--- src/hdl/dgp_pkg.sv ---
// register map, field layout, reset values and timing constants of the gpio port
package dgp_pkg;
	localparam logic [15:0] DGP_P0_LEVEL_ADDR = 16'h5200;
	localparam logic [15:0] DGP_P0_DRIVE_ADDR = 16'h5201;
	localparam logic [15:0] DGP_P0_DRVON_ADDR = 16'h5202;
	localparam logic [15:0] DGP_P0_PULLUP_ADDR = 16'h5203;
	localparam logic [15:0] DGP_P0_HYST_ADDR = 16'h5204;
	localparam logic [15:0] DGP_P0_IRQMASK_ADDR = 16'h5205;
	localparam logic [15:0] DGP_PORT0_EDGE_POLARITY_ADDR = 16'h5206;
	localparam logic [15:0] DGP_P0_PEND_ADDR = 16'h5207;
	localparam logic [15:0] DGP_P0_DEBOUNCE_ADDR = 16'h5208;
	localparam logic [15:0] DGP_P0_KEYRST_ADDR = 16'h5209;
	localparam logic [15:0] DGP_P0_RXON_ADDR = 16'h520a;
	localparam logic [15:0] DGP_P1_LEVEL_ADDR = 16'h5210;
	localparam logic [15:0] DGP_P1_DRIVE_ADDR = 16'h5211;
	localparam logic [15:0] DGP_P1_DRVON_ADDR = 16'h5212;
	localparam logic [15:0] DGP_P1_PULLUP_ADDR = 16'h5213;
	localparam logic [7:0] DGP_ZERO_RST = 8'h00;
	localparam logic [7:0] DGP_ONES_RST = 8'hff;
	localparam int DGP_UPPER_FIELD_LSB = 4;
	localparam int DGP_LOWER_FIELD_LSB = 0;
	localparam logic [7:0] DGP_DEBOUNCE_MASK = 8'h77;
	localparam logic [7:0] DGP_KEYRST_MASK = 8'h03;
	localparam logic [1:0] DGP_KEY_OFF = 2'h0;
	localparam logic [1:0] DGP_KEY_PINS1 = 2'h1;
	localparam logic [1:0] DGP_KEY_PINS2 = 2'h2;
	localparam logic [1:0] DGP_KEY_PINS3 = 2'h3;
	// base filter time in peripheral-clock periods for setting 1
	localparam int DGP_FILTER_BASE_CYCLES = 256;
	localparam int DGP_FILTER_CNT_W = 15;
endpackage : dgp_pkg

--- src/hdl/dgp_gpio_port.sv ---
// two-port gpio block with edge interrupts, debounce and key-entry reset
// Overview of operation
// RULE1: port0 level register reads present pin levels
// RULE2: port0 drive value register, reset zero
// RULE3: port0 driver enable register, reset zero
// RULE4: port0 pull-up enable register, reset ones
// RULE5: port0 schmitt select register, reset ones
// RULE6: port0 interrupt enable mask, reset zero
// RULE7: edge select: one falling, zero rising
// RULE8: edge sets flag; write one clears
// RULE9: upper nibble filter time field encoding
// RULE10: lower nibble filter field, same encoding
// RULE11: key-entry reset when selected pins low
// RULE12: port0 input enable register, reset ones
// RULE13: port1 level register reads pin levels
// RULE14: port1 drive value register, reset zero
// RULE15: port1 driver enable register, reset zero
// RULE16: port1 pull-up enable register, reset ones
// RULE17: interrupt when flag and enable both set
// RULE18: filtered level passes after stable time
// RULE19: reserved bits read zero, writes ignored
`timescale 1ns/10ps
module dgp_gpio_port
	import dgp_pkg::*;
#(
	parameter int FILTER_BASE = DGP_FILTER_BASE_CYCLES
)
(
	input wire logic clk_in, // peripheral clock
	input wire logic sys_rst_in, // synchronous reset, high
	input wire logic [15:0] addr_in, // register address
	input wire logic [7:0] wdata_in, // write data
	input wire logic wr_in, // write strobe
	input wire logic rd_in, // read strobe
	output logic [7:0] rdata_out, // read data, cycle after strobe
	input wire logic [7:0] p0_pin_in, // port0 pin levels
	output logic [7:0] p0_pin_out, // port0 drive levels
	output logic [7:0] p0_pin_oe_n_out, // port0 driver enable, low drives
	output logic [7:0] p0_pullup_out, // port0 pull-up enables
	output logic [7:0] p0_schmitt_out, // port0 schmitt selects
	output logic [7:0] p0_rx_on_out, // port0 input enables
	input wire logic [7:0] p1_pin_in, // port1 pin levels
	output logic [7:0] p1_pin_out, // port1 drive levels
	output logic [7:0] p1_pin_oe_n_out, // port1 driver enable, low drives
	output logic [7:0] p1_pullup_out, // port1 pull-up enables
	output logic irq_out, // port0 interrupt request, level
	output logic key_reset_out // key-entry reset request, level
);
	logic [7:0] port0_drive_value_reg;
	logic [7:0] port0_driver_on_reg;
	logic [7:0] port0_pullup_on_reg;
	logic [7:0] port0_hysteresis_reg;
	logic [7:0] port0_irq_mask_reg;
	logic [7:0] port0_edge_polarity_reg;
	logic [7:0] port0_irq_pending_reg;
	logic [2:0] upper_nibble_debounce_field;
	logic [2:0] lower_nibble_debounce_field;
	logic [1:0] key_reset_select_field;
	logic [7:0] port0_receiver_on_reg;
	logic [7:0] port1_drive_value_reg;
	logic [7:0] port1_driver_on_reg;
	logic [7:0] port1_pullup_on_reg;
	logic [7:0] filt_level_reg;
	logic [7:0] filt_prev_reg;
	logic [7:0] edge_event;
	logic [7:0] rise_seen;
	logic [7:0] fall_seen;
	logic [7:0] p0_gated;
	logic key_low;
	logic [DGP_FILTER_CNT_W-1:0] lim_upper;
	logic [DGP_FILTER_CNT_W-1:0] lim_lower;
	logic [7:0] rdata_next;
	logic wr_p0_pend;

	// filter limit: setting n gives base shifted left by n-1 bits
	function automatic logic [DGP_FILTER_CNT_W-1:0] filt_limit(
		input logic [2:0] sel
	);
		logic [DGP_FILTER_CNT_W-1:0] base;
		base = DGP_FILTER_CNT_W'(FILTER_BASE);
		if (sel == 3'h0)
			filt_limit = '0;
		else
			filt_limit = base << (sel - 3'h1); // RULE9
	endfunction

	// longest limit is base shifted by six, still inside the counter
	assign lim_upper = filt_limit(upper_nibble_debounce_field);
	assign lim_lower = filt_limit(lower_nibble_debounce_field); // RULE10
	// a disabled receiver reads low, as a gated input buffer would
	assign p0_gated = p0_pin_in & port0_receiver_on_reg; // RULE12

	// upper nibble pins share one limit, lower nibble pins the other
	for (genvar g = 0; g < 8; g++)
	begin : g_filt
		dgp_pin_filter #(
			.CNT_W(DGP_FILTER_CNT_W)
		) u_filt (
			.clk_in(clk_in),
			.sys_rst_in(sys_rst_in),
			.raw_in(p0_gated[g]),
			.limit_in((g >= 4) ? lim_upper : lim_lower),
			.level_out(filt_level_reg[g])
		);
	end

	// reset takes the live level too, so no false edge follows reset
	always_ff @(posedge clk_in)
	begin
		if (sys_rst_in)
			filt_prev_reg <= p0_gated;
		else
			filt_prev_reg <= filt_level_reg;
	end

	// rising edge when polarity 0, falling when 1
	assign rise_seen = filt_level_reg & ~filt_prev_reg;
	assign fall_seen = ~filt_level_reg & filt_prev_reg;
	assign edge_event = (~port0_edge_polarity_reg & rise_seen)
		| (port0_edge_polarity_reg & fall_seen); // RULE7

	// one decode shared by the clear path
	assign wr_p0_pend = wr_in && (addr_in == DGP_P0_PEND_ADDR);

	// flags clear only by writing ones, never by a read
	// a new edge wins over a clear in the same cycle
	always_ff @(posedge clk_in)
	begin
		if (sys_rst_in)
			port0_irq_pending_reg <= DGP_ZERO_RST;
		else if (wr_p0_pend)
			port0_irq_pending_reg <= (port0_irq_pending_reg & ~wdata_in)
				| edge_event; // RULE8
		else
			port0_irq_pending_reg <= port0_irq_pending_reg | edge_event;
	end

	// registered, so the request lags the flags by one cycle
	always_ff @(posedge clk_in)
	begin
		if (sys_rst_in)
			irq_out <= 1'b0;
		else
			irq_out <= |(port0_irq_pending_reg & port0_irq_mask_reg); // RULE17
	end

	// key-entry reset looks only at the selected low-order pins
	always_comb
	begin
		key_low = 1'b0;
		case (key_reset_select_field) // RULE11
			DGP_KEY_PINS3: key_low = ~|filt_level_reg[3:0];
			DGP_KEY_PINS2: key_low = ~|filt_level_reg[2:0];
			DGP_KEY_PINS1: key_low = ~|filt_level_reg[1:0];
			default: key_low = 1'b0;
		endcase
	end

	// registered so the reset request comes from a flop
	always_ff @(posedge clk_in)
	begin
		if (sys_rst_in)
			key_reset_out <= 1'b0;
		else
			key_reset_out <= key_low; // RULE11
	end

	// port0 pin configuration registers
	always_ff @(posedge clk_in)
	begin
		if (sys_rst_in)
		begin
			port0_drive_value_reg <= DGP_ZERO_RST; // RULE2
			port0_driver_on_reg <= DGP_ZERO_RST; // RULE3
			port0_pullup_on_reg <= DGP_ONES_RST; // RULE4
			port0_hysteresis_reg <= DGP_ONES_RST; // RULE5
			port0_receiver_on_reg <= DGP_ONES_RST; // RULE12
		end
		else if (wr_in)
		begin
			if (addr_in == DGP_P0_DRIVE_ADDR)
				port0_drive_value_reg <= wdata_in;
			else if (addr_in == DGP_P0_DRVON_ADDR)
				port0_driver_on_reg <= wdata_in;
			else if (addr_in == DGP_P0_PULLUP_ADDR)
				port0_pullup_on_reg <= wdata_in;
			else if (addr_in == DGP_P0_HYST_ADDR)
				port0_hysteresis_reg <= wdata_in;
			else if (addr_in == DGP_P0_RXON_ADDR)
				port0_receiver_on_reg <= wdata_in;
		end
	end

	// port0 interrupt configuration: enables and edge polarity
	always_ff @(posedge clk_in)
	begin
		if (sys_rst_in)
		begin
			port0_irq_mask_reg <= DGP_ZERO_RST; // RULE6
			port0_edge_polarity_reg <= DGP_ZERO_RST; // RULE7
		end
		else if (wr_in)
		begin
			if (addr_in == DGP_P0_IRQMASK_ADDR)
				port0_irq_mask_reg <= wdata_in;
			else if (addr_in == DGP_PORT0_EDGE_POLARITY_ADDR)
				port0_edge_polarity_reg <= wdata_in;
		end
	end

	// filter fields; reserved bits 7 and 3 are never stored
	always_ff @(posedge clk_in)
	begin
		if (sys_rst_in)
		begin
			upper_nibble_debounce_field <= 3'h0; // RULE9
			lower_nibble_debounce_field <= 3'h0; // RULE10
		end
		else if (wr_in && addr_in == DGP_P0_DEBOUNCE_ADDR)
		begin
			upper_nibble_debounce_field <=
				wdata_in[DGP_UPPER_FIELD_LSB +: 3]; // RULE19
			lower_nibble_debounce_field <=
				wdata_in[DGP_LOWER_FIELD_LSB +: 3];
		end
	end

	// only the two low bits of the key select exist
	always_ff @(posedge clk_in)
	begin
		if (sys_rst_in)
			key_reset_select_field <= DGP_KEY_OFF;
		else if (wr_in && addr_in == DGP_P0_KEYRST_ADDR)
			key_reset_select_field <= wdata_in[1:0]; // RULE11
	end

	// port1 has no interrupt or filter logic in this block
	always_ff @(posedge clk_in)
	begin
		if (sys_rst_in)
		begin
			port1_drive_value_reg <= DGP_ZERO_RST; // RULE14
			port1_driver_on_reg <= DGP_ZERO_RST; // RULE15
			port1_pullup_on_reg <= DGP_ONES_RST; // RULE16
		end
		else if (wr_in)
		begin
			if (addr_in == DGP_P1_DRIVE_ADDR)
				port1_drive_value_reg <= wdata_in;
			else if (addr_in == DGP_P1_DRVON_ADDR)
				port1_driver_on_reg <= wdata_in;
			else if (addr_in == DGP_P1_PULLUP_ADDR)
				port1_pullup_on_reg <= wdata_in;
		end
	end

	// unmapped addresses and reserved bits fall through to zero
	always_comb
	begin
		rdata_next = 8'h00;
		if (addr_in == DGP_P0_LEVEL_ADDR)
			rdata_next = p0_gated; // RULE1
		else if (addr_in == DGP_P0_DRIVE_ADDR)
			rdata_next = port0_drive_value_reg;
		else if (addr_in == DGP_P0_DRVON_ADDR)
			rdata_next = port0_driver_on_reg;
		else if (addr_in == DGP_P0_PULLUP_ADDR)
			rdata_next = port0_pullup_on_reg;
		else if (addr_in == DGP_P0_HYST_ADDR)
			rdata_next = port0_hysteresis_reg;
		else if (addr_in == DGP_P0_IRQMASK_ADDR)
			rdata_next = port0_irq_mask_reg;
		else if (addr_in == DGP_PORT0_EDGE_POLARITY_ADDR)
			rdata_next = port0_edge_polarity_reg;
		else if (addr_in == DGP_P0_PEND_ADDR)
			rdata_next = port0_irq_pending_reg;
		else if (addr_in == DGP_P0_DEBOUNCE_ADDR)
			rdata_next = {1'b0, upper_nibble_debounce_field, 1'b0,
				lower_nibble_debounce_field} & DGP_DEBOUNCE_MASK; // RULE19
		else if (addr_in == DGP_P0_KEYRST_ADDR)
			rdata_next = {6'h00, key_reset_select_field} & DGP_KEYRST_MASK;
		else if (addr_in == DGP_P0_RXON_ADDR)
			rdata_next = port0_receiver_on_reg;
		else if (addr_in == DGP_P1_LEVEL_ADDR)
			rdata_next = p1_pin_in; // RULE13
		else if (addr_in == DGP_P1_DRIVE_ADDR)
			rdata_next = port1_drive_value_reg;
		else if (addr_in == DGP_P1_DRVON_ADDR)
			rdata_next = port1_driver_on_reg;
		else if (addr_in == DGP_P1_PULLUP_ADDR)
			rdata_next = port1_pullup_on_reg;
	end

	// read data holds only in the cycle after the strobe
	always_ff @(posedge clk_in)
	begin
		if (sys_rst_in)
			rdata_out <= 8'h00;
		else if (rd_in)
			rdata_out <= rdata_next;
		else
			rdata_out <= 8'h00;
	end

	// pin controls mirror the registers one cycle later
	always_ff @(posedge clk_in)
	begin
		if (sys_rst_in)
		begin
			p0_pin_out <= DGP_ZERO_RST;
			p0_pin_oe_n_out <= DGP_ONES_RST;
			p0_pullup_out <= DGP_ONES_RST;
			p0_schmitt_out <= DGP_ONES_RST;
			p0_rx_on_out <= DGP_ONES_RST;
		end
		else
		begin
			p0_pin_out <= port0_drive_value_reg; // RULE2
			p0_pin_oe_n_out <= ~port0_driver_on_reg; // RULE3
			p0_pullup_out <= port0_pullup_on_reg; // RULE4
			p0_schmitt_out <= port0_hysteresis_reg; // RULE5
			p0_rx_on_out <= port0_receiver_on_reg; // RULE12
		end
	end

	// port1 outputs, same one-cycle lag as port0
	always_ff @(posedge clk_in)
	begin
		if (sys_rst_in)
		begin
			p1_pin_out <= DGP_ZERO_RST;
			p1_pin_oe_n_out <= DGP_ONES_RST;
			p1_pullup_out <= DGP_ONES_RST;
		end
		else
		begin
			p1_pin_out <= port1_drive_value_reg; // RULE14
			p1_pin_oe_n_out <= ~port1_driver_on_reg; // RULE15
			p1_pullup_out <= port1_pullup_on_reg; // RULE16
		end
	end
endmodule // dgp_gpio_port

// one pin's debounce: a new level passes after holding for the limit
module dgp_pin_filter
	import dgp_pkg::*;
#(
	parameter int CNT_W = DGP_FILTER_CNT_W
)
(
	input wire logic clk_in, // peripheral clock
	input wire logic sys_rst_in, // synchronous reset, high
	input wire logic raw_in, // gated pin level
	input wire logic [CNT_W-1:0] limit_in, // stable cycles, zero: none
	output logic level_out // filtered level
);
	logic [CNT_W-1:0] hold_cnt_reg;
	logic pass_now;

	// limit zero lets a change through after one cycle
	assign pass_now = (raw_in != level_out)
		&& (limit_in == '0 || hold_cnt_reg >= limit_in - 1'b1);

	// counter only runs while raw and filtered levels differ
	always_ff @(posedge clk_in)
	begin
		if (sys_rst_in)
			hold_cnt_reg <= '0;
		else if (raw_in == level_out || pass_now)
			hold_cnt_reg <= '0;
		else
			hold_cnt_reg <= hold_cnt_reg + 1'b1;
	end

	// reset loads the live level so no false edge follows reset
	always_ff @(posedge clk_in)
	begin
		if (sys_rst_in)
			level_out <= raw_in;
		else if (pass_now)
			level_out <= raw_in; // RULE18
	end
endmodule // dgp_pin_filter

--- config.mk ---
export PLATFORM = sky130hd
export DESIGN_NAME = dgp_gpio_port
export DESIGN_NICKNAME = d
export VERILOG_FILES = /design/src/hdl/dgp_pkg.sv /design/src/hdl/dgp_gpio_port.sv
export SDC_FILE = /design/constraint.sdc
export NUM_CORES = 1
export LEC_CHECK = 0
export BUFFER_PORTS_ARGS = -buffer_cell sky130_fd_sc_hd__buf_4
export CAP_MARGIN = 15
export CORE_ASPECT_RATIO = 0.5
export CORE_MARGIN = 1.5
export CORE_UTILIZATION = 35
export CTS_CLUSTER_DIAMETER = 80
export CTS_CLUSTER_SIZE = 16
export DETAILED_ROUTE_END_ITERATION = 8
export RECOVER_POWER = 50
export SLEW_MARGIN = 25
export SYNTH_ARGS = -nofsm -noshare
export SYNTH_HDL_FRONTEND = slang
export SYNTH_SLANG_ARGS = --single-unit
--- constraint.sdc ---
create_clock -name clk_in -period 4 [get_ports clk_in]
set_input_delay 0.6 -clock clk_in [delete_from_list [all_inputs] [get_ports clk_in]]
set_output_delay 0.6 -clock clk_in [all_outputs]
set_load 0.05 [all_outputs]
# Word-level counts from Yosys, hierarchy flattened
# Cells that the tools add are included.
[classes] add_sub_neg=12 shifts=2 n_eq_ne=34 reduce_logical=65 n_bitwise=24 magnitude_cmp=8 muxes=36
[op_table] op="== test 16 x 15 -> 1 bit, second input constant" n=15
[op_table] op="2-to-1 mux 8 bit" n=17
[op_table] op="adder 15 x 1 -> 15 bit, second input constant" n=8
[op_table] op="greater-or-equal comparator 15 bit" n=8
[op_table] op="bitwise AND 8 bit" n=7
[op_table] op="inverter 8 bit" n=6
[op_table] op="logical NOT 15 bit" n=2
[op_table] op="2-to-1 mux 15 bit" n=2
[op_table] op="<< shifter 9 x 3 -> 15 bit, first input constant" n=2
[op_table] op="subtractor 15 x 1 -> 15 bit, second input constant" n=2
[op_table] op="bitwise OR 8 bit" n=3
[op_table] op="OR reduction 2 bit" n=10
[op_table] op="logical OR 1 bit" n=16
[op_table] op="2-to-1 mux 1 bit" n=16
[op_table] op="nonzero test 2 bit" n=8
[op_table] op="logical AND 1 bit" n=11
[op_table] op="AND reduction 3 bit" n=3
[op_table] op="== test 1 bit" n=8
[op_table] op="inequality test 1 bit" n=8
[op_table] op="inverter 1 bit" n=8
[op_table] op="AND reduction 4 bit" n=2
[op_table] op="OR reduction 8 bit" n=1
[op_table] op="logical NOT 3 bit" n=2
[op_table] op="AND reduction 2 bit" n=3
[op_table] op="other kinds (9)" n=13
[totals] output_inout_bits=74 in_bits=44 wordCells=223 ff_bits=306

# Longest topological paths before layout
# Gate-level depths: netlist of the first run.
[depth] ltp_word=16 ltp_mapped=16 depth_no_buf=13

# By module
# From an unflattened synthesis of the first run, not the netlist that was laid out.
[unflattened] cells_unflattened=2030 area_unflattened_um2=18037.3
[by_module_without_submodules] mod="dgp_pin_filter at g_filt[0].u_filt ..." seq_area_each_um2=330.3 area_each_um2=1298.7 cells_per_inst=150 n_inst=7
[by_module_without_submodules] mod="dgp_gpio_port" seq_area_each_um2=3563.4 area_each_um2=7428.4 cells_per_inst=828 n_inst=1
[by_module_without_submodules] mod="dgp_pin_filter at g_filt[7].u_filt" seq_area_each_um2=330.3 area_each_um2=1517.7 cells_per_inst=152 n_inst=1

# Worst setup path before layout of the first run
# No wires, ideal clock.
[synth_timing] path_type="register -> register" start="register lower_nibble_debounce_field[2]" end="register g_filt[3].u_filt.hold_cnt_reg[10]" setup_time_ns=0.064 synth_period_minus_slack_ns=3.109 t_arrival_ns=3.045 path_slack_ns=0.891 n_path_buf=3 path_stages_with_launch=16 t_required_ns=3.936 cell_sequence="dfxtp_1 > buf_2 > inv_1 > ha_1 > and4b_1 > a211o_1 > ha_1 > nor3_1 > o21ai_0 > nor2_1 > a32oi_1 > maj3_1 > or3_1 > buf_2 > buf_6 > nor2_1"
[synth_via] elab_chain_cells=9 word_cells_on_any_way=11 cone_classes="2 x add/sub; 1 x order compare; 1 x shift; 1 x mux; 6 x reduce/logical"
[synth_rtl] element="from (decl)" line="dgp_gpio_port.sv:57" text="logic [2:0] lower_nibble_debounce_field;"
[synth_rtl] element="from (signal assigned)" line="dgp_gpio_port.sv:223" text="lower_nibble_debounce_field <="
[synth_rtl] element="subtractor 3 x 1 -> 3 bit" line="dgp_gpio_port.sv:84" text="filt_limit = base << (sel - 3'h1);"
[synth_rtl] element="<< shifter 9 x 3 -> 15 bit" line="dgp_gpio_port.sv:84"
[synth_rtl] element="2-to-1 mux 15 bit (*)" line="dgp_gpio_port.sv:81" text="if (sel == 3'h0)"
[synth_rtl] element="subtractor 15 x 1 -> 15 bit" line="dgp_gpio_port.sv:362" text="&& (limit_in == '0 || hold_cnt_reg >= limit_in - 1'b1);"
[synth_rtl] element="greater-or-equal comparator 15 bit" line="dgp_gpio_port.sv:362"
[synth_rtl] element="logical OR 1 bit (*)" line="dgp_gpio_port.sv:362"
[synth_rtl] element="logical AND 1 bit (*)" line="dgp_gpio_port.sv:362"
[synth_rtl] element="logical OR 1 bit (*)" line="dgp_gpio_port.sv:369" text="else if (raw_in == level_out || pass_now)"
[synth_rtl] element="OR reduction 2 bit (no line) (*)"
[synth_rtl] element="to (signal assigned)" line="dgp_gpio_port.sv:372" text="hold_cnt_reg <= hold_cnt_reg + 1'b1;"
[synth_rtl] element="to (decl)" line="dgp_gpio_port.sv:357" text="logic [CNT_W-1:0] hold_cnt_reg;"
# Every way passes the cells marked *; elsewhere a longest branch is shown, timed or not.
# A chain may end at the register's enable or synchronous reset.

# Worst setup path in the final report of the first run
[layout_timing] start="register lower_nibble_debounce_field[2]" end="register g_filt[0].u_filt.hold_cnt_reg[14]"
[layout_via] elab_chain_cells=9 word_cells_on_any_way=11 cone_classes="2 x add/sub; 1 x order compare; 1 x shift; 1 x mux; 6 x reduce/logical"
[layout_rtl] element="subtractor 3 x 1 -> 3 bit" line="dgp_gpio_port.sv:84"
[layout_rtl] element="<< shifter 9 x 3 -> 15 bit" line="dgp_gpio_port.sv:84"
[layout_rtl] element="2-to-1 mux 15 bit (*)" line="dgp_gpio_port.sv:81"
[layout_rtl] element="subtractor 15 x 1 -> 15 bit" line="dgp_gpio_port.sv:362"
[layout_rtl] element="greater-or-equal comparator 15 bit" line="dgp_gpio_port.sv:362"
[layout_rtl] element="logical OR 1 bit (*)" line="dgp_gpio_port.sv:362"
[layout_rtl] element="logical AND 1 bit (*)" line="dgp_gpio_port.sv:362"
[layout_rtl] element="logical OR 1 bit (*)" line="dgp_gpio_port.sv:369"
[layout_rtl] element="OR reduction 2 bit (no line) (*)"
[layout_rtl] element="to (signal assigned)" line="dgp_gpio_port.sv:372"
[layout_rtl] element="to (decl)" line="dgp_gpio_port.sv:357"
# Marked as above.

==> impl_metrics.yaml, run 1 <==
finish:
  diodes: 0
  final_nets: 1751
  layout_common_cells: "dfxtp_1, nor2_1, nand2_1"
  final_common_cell: "dfxtp_1"
  final_cell_area_sq_mm: 0.0157
  largest_reg_flops: 120
  fin_util: 0.401
  nFillCells: 4038
  area_growth_syn_to_layout_pct: 12.0
  drive_gt1_frac: 0.0936
route:
  wl_per_cell_microns: 16.9
  firstDrtPassIters: 5
  vias_per_cell: 5.10
  postRouteAntennaNets: 0
  routed_wl_mm: 37.0
  vias: 11200
  drc: 0
  drt_iter0_drc: 1008
timing:
  max_slew.worst_pin.slew_ns: 2.64
  max_freq_mhz: 277
  finClkSkew_ns: 0.0331
  hold_viol: 0
  finalSetupTns_ns: 0
  fin_crit_sh: 0.903
  rsz0062_at_grt: "false"
  slew_viol_final: 65
  relSlewSlack: -0.759
  setup_viol: 0
  layout_min_cycle_time_ns: 3.61
power_and_ir_drop:
  power_frac_clock: 0.392
  ir_worst_vdd_mv: 0.258
  pwr_density_cell_mw_per_mm2: 349
  swShare: 0.232
  switchingPower_mw: 1.27
  leakage_nw: 5.80
  power_frac_seq: 0.565
  comb_power_share: 0.043
  intPower_mw: 4.21
floorplanning:
  rows: 51
  coreArea_sq_mm: 0.0392
  start_util: 0.358
  fp.dieH_microns: 145
  io_pins: 118
  dieArea_sq_mm: 0.0413
  dieWidth_microns: 286
clock_network:
  post-cts-setup-buffer-count: 0
  clockBufferDepth: 3
  cts_tree: "built"
  cts_resized: 0
  root_buffer: "clkbuf_16"
  clk_latency_ns: 0.55
  clk_pin_slew_ns: 0.07
  cts.sinks: 306
  numCtsBuffers: 23
  htreeDepth: 1
  ctsHoldBuffers: 0
place:
  dp.final_hpwl_mm: 26.2
  io_buffers: 117
  gp_congestion: 0.950
  placed_cell_area_sq_mm: 0.0154
run_status:
  status: "complete, but fails checks"
  violations: "capacitance limit, slew limit"
global_routing:
  antenna_found_initial: 0
  grt_max_degree: 65
  grt_util_met1: 0.243
  grt_pass1_vias: 10500
  busiest_layer: "met2"
  grt_util_met2: 0.285
  grt_overflow: 0
  use_met3: 0.0282
  grt.total_usage: 0.177
  grt_first_pass_wirelength_mm: 58.1
setup_path:
  reg2reg_depth: 11
  cp_max_fo: 15
  start_kind: "flip-flop"
  endpoint_kind: "flip-flop"
  critPathArrivalTime_ns: 4.07
  worstSetupPathType: "flip-flop to flip-flop"
  required_ns: 4.46
logic_synthesis:
  ys_seq_elements: 306
  synth_edf_count: 8
  avgSynthCellArea_sq_um: 8.97
  synthesis.area_sq_mm: 0.0140
  synthesis.instances: 1563
  syn-num-nets: 1663
  ys.flop_type: "dfxtp_1"
  synth_cell_types: 78
  async_flop_share: 0
  ys_seq_area_frac: 0.443
  synth_warnings: 0
run:
  cap_violations: 1
min_path:
  worstHoldPathCells: 2
  hold_path.class: "input pin to flip-flop"
[logic make-up (layout without fill, tap and decap cells)]
logic type | after synthesis | after routing | synth area share
AOI/OAI and AO/OA | 203 | 203 | 0.0912
xor gates and xnor gates | 114 | 114 | 0.0712
muxes | 76 | 76 | 0.0618
and+or+nand+nor | 692 | 692 | 0.246
buffers and inverters | 109 | 202 | 0.0319
adders and majority gates | 63 | 63 | 0.0551
DFF | 306 | 306 | 0.443
[through the flow]
stage	cells	hold slack, ns	setup WS, ns	total power [mW]
floorplan	1563	0.367	0.891	3.30
global placement	2156	0.382	0.553	3.41
detailed placement	2156	0.386	0.450	3.41
CTS	2186	0.351	0.419	5.55
global route	2186	0.355	0.0468	5.69
finish	2186	0.363	0.390	5.49
[cell usage after synthesis (all sizes together), types with 8 or more instances]
| cell | count | share of area |
|---|---|---|
| nor2b | 26 | 0.012 |
| nand4 | 23 | 0.010 |
| mux4 | 8 | 0.013 |
| clkbuf | 49 | 0.013 |
| dfxtp | 298 | 0.43 |
| nand3 | 94 | 0.034 |
| and3 | 32 | 0.014 |
| and2 | 9 | 0.0040 |
| or2 | 38 | 0.017 |
| xnor2 | 38 | 0.024 |
| a31oi | 9 | 0.0040 |
| buf | 21 | 0.0084 |
| ha | 56 | 0.050 |
| nor3 | 28 | 0.012 |
| a21oi | 80 | 0.029 |
| mux2i | 64 | 0.046 |
| edfxtp | 8 | 0.017 |
| nor4 | 18 | 0.013 |
| inv | 38 | 0.010 |
| a22oi | 14 | 0.0075 |
| xor2 | 76 | 0.047 |
| o21ai | 38 | 0.014 |
| nand2 | 170 | 0.046 |
| nand2b | 10 | 0.0045 |
| nor2 | 206 | 0.056 |
[layout make-up]
cell class,instances,area (sq um),area share
Clock buffer,28,594,0.0378
Clock inverter,2,25.0,0.00159
Inverter,39,146,0.00932
Multi-Input combinational cell,1148,7360,0.469
Sequential cell,306,6210,0.395
Tap cell,530,663,0.0422
Timing Repair Buffer,133,713,0.0454
[layer usage]
layer / up-vias / part of all wire
met2: 260 / 0.45
met5: - / 0
met4: 0 / 0.028
met3: 61 / 0.054
met1: 5266 / 0.47
li1: 5570 / -
[path summary, 6_finish.rpt]
kind	start	end	slack (ns)
worst min-delay path	sys_rst_in	upper_nibble_debounce_field[2]	0.36
worst max-delay path	lower_nibble_debounce_field[2]	g_filt[0].u_filt.hold_cnt_reg[14]	0.39
worst min register to register	port1_driver_on_reg[7]	p1_pin_oe_n_out[7]	0.40
worst max register to register	lower_nibble_debounce_field[2]	g_filt[0].u_filt.hold_cnt_reg[14]	0.39
[critical path: stages (launching register included)]
cell and delay, ns:
dfxtp_1 0.59, inv_1 0.16, nand3b_1 0.15, ha_1 0.34
xnor2_1 0.22, ha_1 0.25, nor4_1 0.36, o31a_1 0.20
a211oi_1 0.05, nor4_1 0.51, nand2_1 0.45, a21oi_1 0.24
[power groups by stage]
stage               logic, mW  clock network [mW]  registers, mW
floorplan               0.134                   0           3.16
global placement        0.237                   0           3.17
detailed placement      0.236                   0           3.17
CTS                     0.237                2.22           3.10
global route            0.256                2.33           3.10
finish                  0.238                2.15           3.10
Note: power is estimated with default switching activity, not from simulation.
==> inputs of run 2 (changes only) <==
==> constraint.sdc (replaced) <==
create_clock -name clk_in -period 4.14 [get_ports clk_in]
set_input_delay 0.621 -clock clk_in [delete_from_list [all_inputs] [get_ports clk_in]]
set_output_delay 0.621 -clock clk_in [all_outputs]
set_load 0.05 [all_outputs]
==> impl_metrics.yaml, run 2 (synthesis results as in run 1) <==
timing:
  hold_ws_ns: 0.402
  finClkSkew_ns: 0.0212
  relSlewSlack: -0.934
  max_freq_mhz: 259
  rsz0062_at_grt: "false"
  slew_viol_final: 109
  hold_viol: 0
  setup_viol: 0
  layout_min_cycle_time_ns: 3.86
  max_slew.worst_pin.slew_ns: 2.90
  finalSetupTns_ns: 0
  fin_crit_sh: 0.932
  worst_slack_ns: 0.281
route:
  wl_per_cell_microns: 16.9
  firstDrtPassIters: 6
  vias_per_cell: 5.13
  routed_wl_mm: 36.9
  postRouteAntennaNets: 0
  drc: 0
  drt_iter0_drc: 791
  vias: 11200
finish:
  final_nets: 1746
  diodes: 0
  area_growth_syn_to_layout_pct: 11.8
  drive_gt1_frac: 0.0896
  layout_common_cells: "dfxtp_1, nor2_1, nand2_1"
  final_common_cell: "dfxtp_1"
  final_cell_area_sq_mm: 0.0157
  seq_area_sq_mm: 0.00621
  multiInputGateArea_sq_mm: 0.00735
  fin_util: 0.400
  nFillCells: 3973
  largest_reg_flops: 120
clock_network:
  clockBufferDepth: 3
  post-cts-setup-buffer-count: 0
  htreeDepth: 1
  numCtsBuffers: 23
  clk_latency_ns: 0.54
  clk_pin_slew_ns: 0.08
  cts.sinks: 306
  root_buffer: "clkbuf_16"
  cts_resized: 0
  ctsHoldBuffers: 0
  cts_tree: "built"
place:
  placed_cell_area_sq_mm: 0.0153
  gp_congestion: 0.953
  dp.final_hpwl_mm: 26.2
  io_buffers: 117
  dp_slack_ns: 0.583
floorplanning:
  io_pins: 118
  start_util: 0.358
  dieArea_sq_mm: 0.0413
  fp.dieH_microns: 145
  dieWidth_microns: 286
  rows: 51
  coreArea_sq_mm: 0.0392
global_routing:
  grt_pass1_vias: 10500
  grt_max_degree: 71
  grt.total_usage: 0.177
  grt_first_pass_wirelength_mm: 57.9
  grt_overflow: 0
  antenna_found_initial: 0
run:
  cap_violations: 2
setup_path:
  endpoint_kind: "flip-flop"
  start_kind: "input pin"
  required_ns: 4.55
  worstSetupPathType: "input pin to flip-flop"
  cp_max_fo: 10
  critPathArrivalTime_ns: 4.27
min_path:
  hold_path.class: "flip-flop to flip-flop"
power_and_ir_drop:
  ir_worst_vdd_mv: 0.176
  pwr_density_cell_mw_per_mm2: 341
  leakage_nw: 5.77
run_status:
  violations: "capacitance limit, slew limit"
  status: "complete, but fails checks"
==> run 2: changes by cell type in the layout (fill, tap and decap cells not counted) <==
cell	previous run	this run
clkbuf_1	81	82
nor4_4	4	3
inv_8	0	1
buf_4	56	49
nor4_1	13	14
bufinv_16	0	1
inv_12	1	0
==> run 2: area by class of cell <==
cell class	instances	share of cell area
flip-flops and latches	306	0.396
inverters	39	0.00934
clock buffers	27	0.0377
well taps	530	0.0423
clock inverters	3	0.00319
multi-input cells	1148	0.469
repair buffers	128	0.0426
==> run 2: worst max-delay path, stage by stage <==
cell	delay [ns]
clkbuf_4	0.11
nor4b_1	0.99
nand2_1	0.33
nor4_1	1.26
buf_4	0.36
inv_1	0.09
o22ai_1	0.18
o31ai_1	0.13
o2bb2ai_1	0.19
==> run 2: stage by stage <==
stage	std cells	power [mW]
after global placement	2151	3.29
after CTS	2181	5.41
final	2181	5.34
after global routing	2181	5.54
after floorplan	1563	3.19
after detailed placement	2151	3.29
==> run 2: path summary, 6_finish.rpt <==
check                                      start                           endpoint  slack [ns]  cells after the start
hold reg to reg           port1_driver_on_reg[5]                 p1_pin_oe_n_out[5]        0.40                      1
setup / recovery                      addr_in[8]                       rdata_out[4]        0.28                      9
setup reg to reg  lower_nibble_debounce_field[1]  g_filt[3].u_filt.hold_cnt_reg[14]        0.55                     12
hold / removal            port1_driver_on_reg[5]                 p1_pin_oe_n_out[5]        0.40                      1
==> run 2: report_power, final <==
group / total (mW) / internal [mW] / switching, mW / leakage [nW]
Sequential: 3.00 / 2.98 / 0.0179 / 2.49
Combinational: 0.228 / 0.0740 / 0.154 / 2.97
Clock: 2.12 / 1.07 / 1.04 / 0.313
==> run 2: routing by layer <==
metal  track usage  up-vias  part of all wire
met5             0        -                 0
met4        0.0654        0             0.034
met3        0.0304       71             0.054
met2         0.282      280              0.44
met1         0.240     5268              0.47
li1              -     5578                 -
==> inputs of run 3 (changes only) <==
--- a/config.mk
+++ b/config.mk
@@ -17,4 +17,5 @@
 export SLEW_MARGIN = 25
 export SYNTH_ARGS = -nofsm -noshare
 export SYNTH_HDL_FRONTEND = slang
+export SYNTH_HIERARCHICAL = 1
 export SYNTH_SLANG_ARGS = --single-unit
==> impl_metrics.yaml, run 3 <==
run_status:
  status: "complete, but fails checks"
  violations: "capacitance limit, slew limit"
power_and_ir_drop:
  intPower_mw: 4.19
  leakage_nw: 8.03
  swShare: 0.257
  power_frac_clock: 0.372
  pwr_density_cell_mw_per_mm2: 272
  power_mw: 5.64
  switchingPower_mw: 1.45
  power_frac_seq: 0.536
  comb_power_share: 0.092
  ir_worst_vdd_mv: 0.283
logic_synthesis:
  async_flop_share: 0
  synth_top_area_cell: "dfxtp_1"
  synth_most_common_cell: "dfxtp_1"
  ys_seq_elements: 306
  synth_edf_count: 8
  synth_cell_types: 82
  ys.flop_type: "dfxtp_1"
  synthesis.area_sq_mm: 0.0180
  synth_warnings: 6
  netlist_top_cells_count: "dfxtp_1, nor2_1, nand2_1"
  synthesis.instances: 2030
  synth_top_area_frac: 0.331
  avgSynthCellArea_sq_um: 8.89
  yosys-top-cells-area: "dfxtp_1, ha_1, xnor2_1"
  ys_seq_area_frac: 0.344
floorplanning:
  rows: 58
  dieArea_sq_mm: 0.0530
  start_util: 0.357
  coreArea_sq_mm: 0.0506
  dieWidth_microns: 324
  io_pins: 118
  fp.dieH_microns: 164
place:
  io_buffers: 117
  dpl.cell_count: 3022
  dp_slack_ns: 0.440
  gp_congestion: 0.950
  placed_cell_area_sq_mm: 0.0205
  dp.final_hpwl_mm: 34.3
finish:
  seq_area_sq_mm: 0.00621
  final_nets: 2547
  largest_reg_flops: 120
  final_common_cell: "dfxtp_1"
  area_growth_syn_to_layout_pct: 15.1
  final_cell_area_sq_mm: 0.0208
  fin_util: 0.410
  nFillCells: 5185
  multiInputGateArea_sq_mm: 0.0122
  diodes: 0
  layout_common_cells: "dfxtp_1, nor2_1, conb_1"
  drive_gt1_frac: 0.101
  layoutNonFillerInstCount: 3053
clock_network:
  clk_pin_slew_ns: 0.08
  numCtsBuffers: 23
  ctsHoldBuffers: 0
  clockBufferDepth: 3
  cts_resized: 0
  cts_tree: "built"
  post-cts-setup-buffer-count: 0
  root_buffer: "clkbuf_16"
  htreeDepth: 1
  clk_latency_ns: 0.55
  cts.sinks: 306
global_routing:
  grt_max_degree: 99
  grt.total_usage: 0.175
  grt_first_pass_wirelength_mm: 74.7
  grt_overflow: 0
  antenna_found_initial: 0
  grt_pass1_vias: 13900
run:
  cap_violations: 2
timing:
  slew_viol_final: 149
  finClkSkew_ns: 0.0212
  relSlewSlack: -0.296
  setup_viol: 0
  hold_ws_ns: 0.401
  max_freq_mhz: 265
  worst_slack_ns: 0.368
  hold_viol: 0
  fin_crit_sh: 0.911
  rsz0062_at_grt: "false"
  layout_min_cycle_time_ns: 3.77
  max_slew.worst_pin.slew_ns: 1.94
  finalSetupTns_ns: 0
setup_path:
  reg2reg_to: "g_filt[2].u_filt/hold_cnt_reg[3]"
  start_kind: "flip-flop"
  reg2reg_slack_ns: 0.37
  endpoint_kind: "flip-flop"
  required_ns: 4.60
  worstSetupPathType: "flip-flop to flip-flop"
  cp_max_fo: 15
  critPathArrivalTime_ns: 4.23
  r2r_start: "lower_nibble_debounce_field[0]"
  reg2reg_depth: 12
route:
  firstDrtPassIters: 8
  vias_per_cell: 4.91
  drt_iter0_drc: 1089
  drc: 0
  postRouteAntennaNets: 0
  routed_wl_mm: 46.2
  wl_per_cell_microns: 15.1
  vias: 15000
min_path:
  worstHoldPathCells: 1
  hold_path_end: "p1_pin_oe_n_out[0]"
  hold_path.class: "flip-flop to flip-flop"
  hold_path.startpoint: "port1_driver_on_reg[0]"
## run 3: cells by family (layout without fill, tap and decap cells)
group	count (synthesis)	in the layout	synth area share
and+or+nand+nor	947	947	0.301
DFF	306	306	0.344
AOI/OAI and AO/OA	279	279	0.0995
xor gates and xnor gates	208	208	0.101
adders and majority gates	146	146	0.101
buffers and inverters	112	214	0.0298
muxes	31	31	0.0232
other	1	232	0.000208
## run 3: cell type report
class | count | area share
inverters | 45 | 0.00814
multi-input cells | 1843 | 0.586
repair buffers | 138 | 0.0357
clock buffers | 28 | 0.0286
clock inverters | 3 | 0.000844
flip-flops and latches | 306 | 0.299
well taps | 690 | 0.0416
## run 3: worst max-delay path by stage
stage	start	cells after the start	endpoint	slack, ns
final	lower_nibble_debounce_field[0]	12	g_filt[2].u_filt/hold_cnt_reg[3]	0.37
after detailed placement	lower_nibble_debounce_field[0]	12	g_filt[2].u_filt/hold_cnt_reg[3]	0.44
after CTS	lower_nibble_debounce_field[0]	12	g_filt[2].u_filt/hold_cnt_reg[3]	0.39
after global routing	lower_nibble_debounce_field[0]	12	g_filt[2].u_filt/hold_cnt_reg[3]	0.07
after floorplan	lower_nibble_debounce_field[0]	12	g_filt[0].u_filt/level_out	0.09
after global placement	upper_nibble_debounce_field[0]	11	g_filt[5].u_filt/level_out	0.59
## run 3: layer usage
| layer | GRT usage | part of all wire | vias to the layer above |
|---|---|---|---|
| met3 | 0.0309 | 0.051 | 62 |
| met4 | 0.0391 | 0.023 | 0 |
| li1 | - | - | 7627 |
| met1 | 0.237 | 0.47 | 6997 |
| met5 | 0 | 0 | - |
| met2 | 0.290 | 0.46 | 301 |
## run 3: power by group through the flow
| stage | logic, mW | registers, mW | clock network [mW] |
|---|---|---|---|
| after floorplan | 0.389 | 3.08 | 0 |
| after global placement | 0.493 | 3.09 | 0 |
| after detailed placement | 0.500 | 3.09 | 0 |
| after CTS | 0.502 | 3.02 | 2.17 |
| after global routing | 0.584 | 3.03 | 2.29 |
| final | 0.517 | 3.02 | 2.10 |
## run 3: critical path: stages (launching register included)
cell      delay [ns]
dfxtp_1         0.51
nor2_1          0.09
ha_1            0.37
nor3_2          0.73
or4_4           0.30
nor2_1          0.06
xnor2_1         0.16
ha_1            0.27
a211oi_1        0.24
nor2_1          0.09
nor3_2          0.23
nand4_2         0.39
nor2_1          0.23
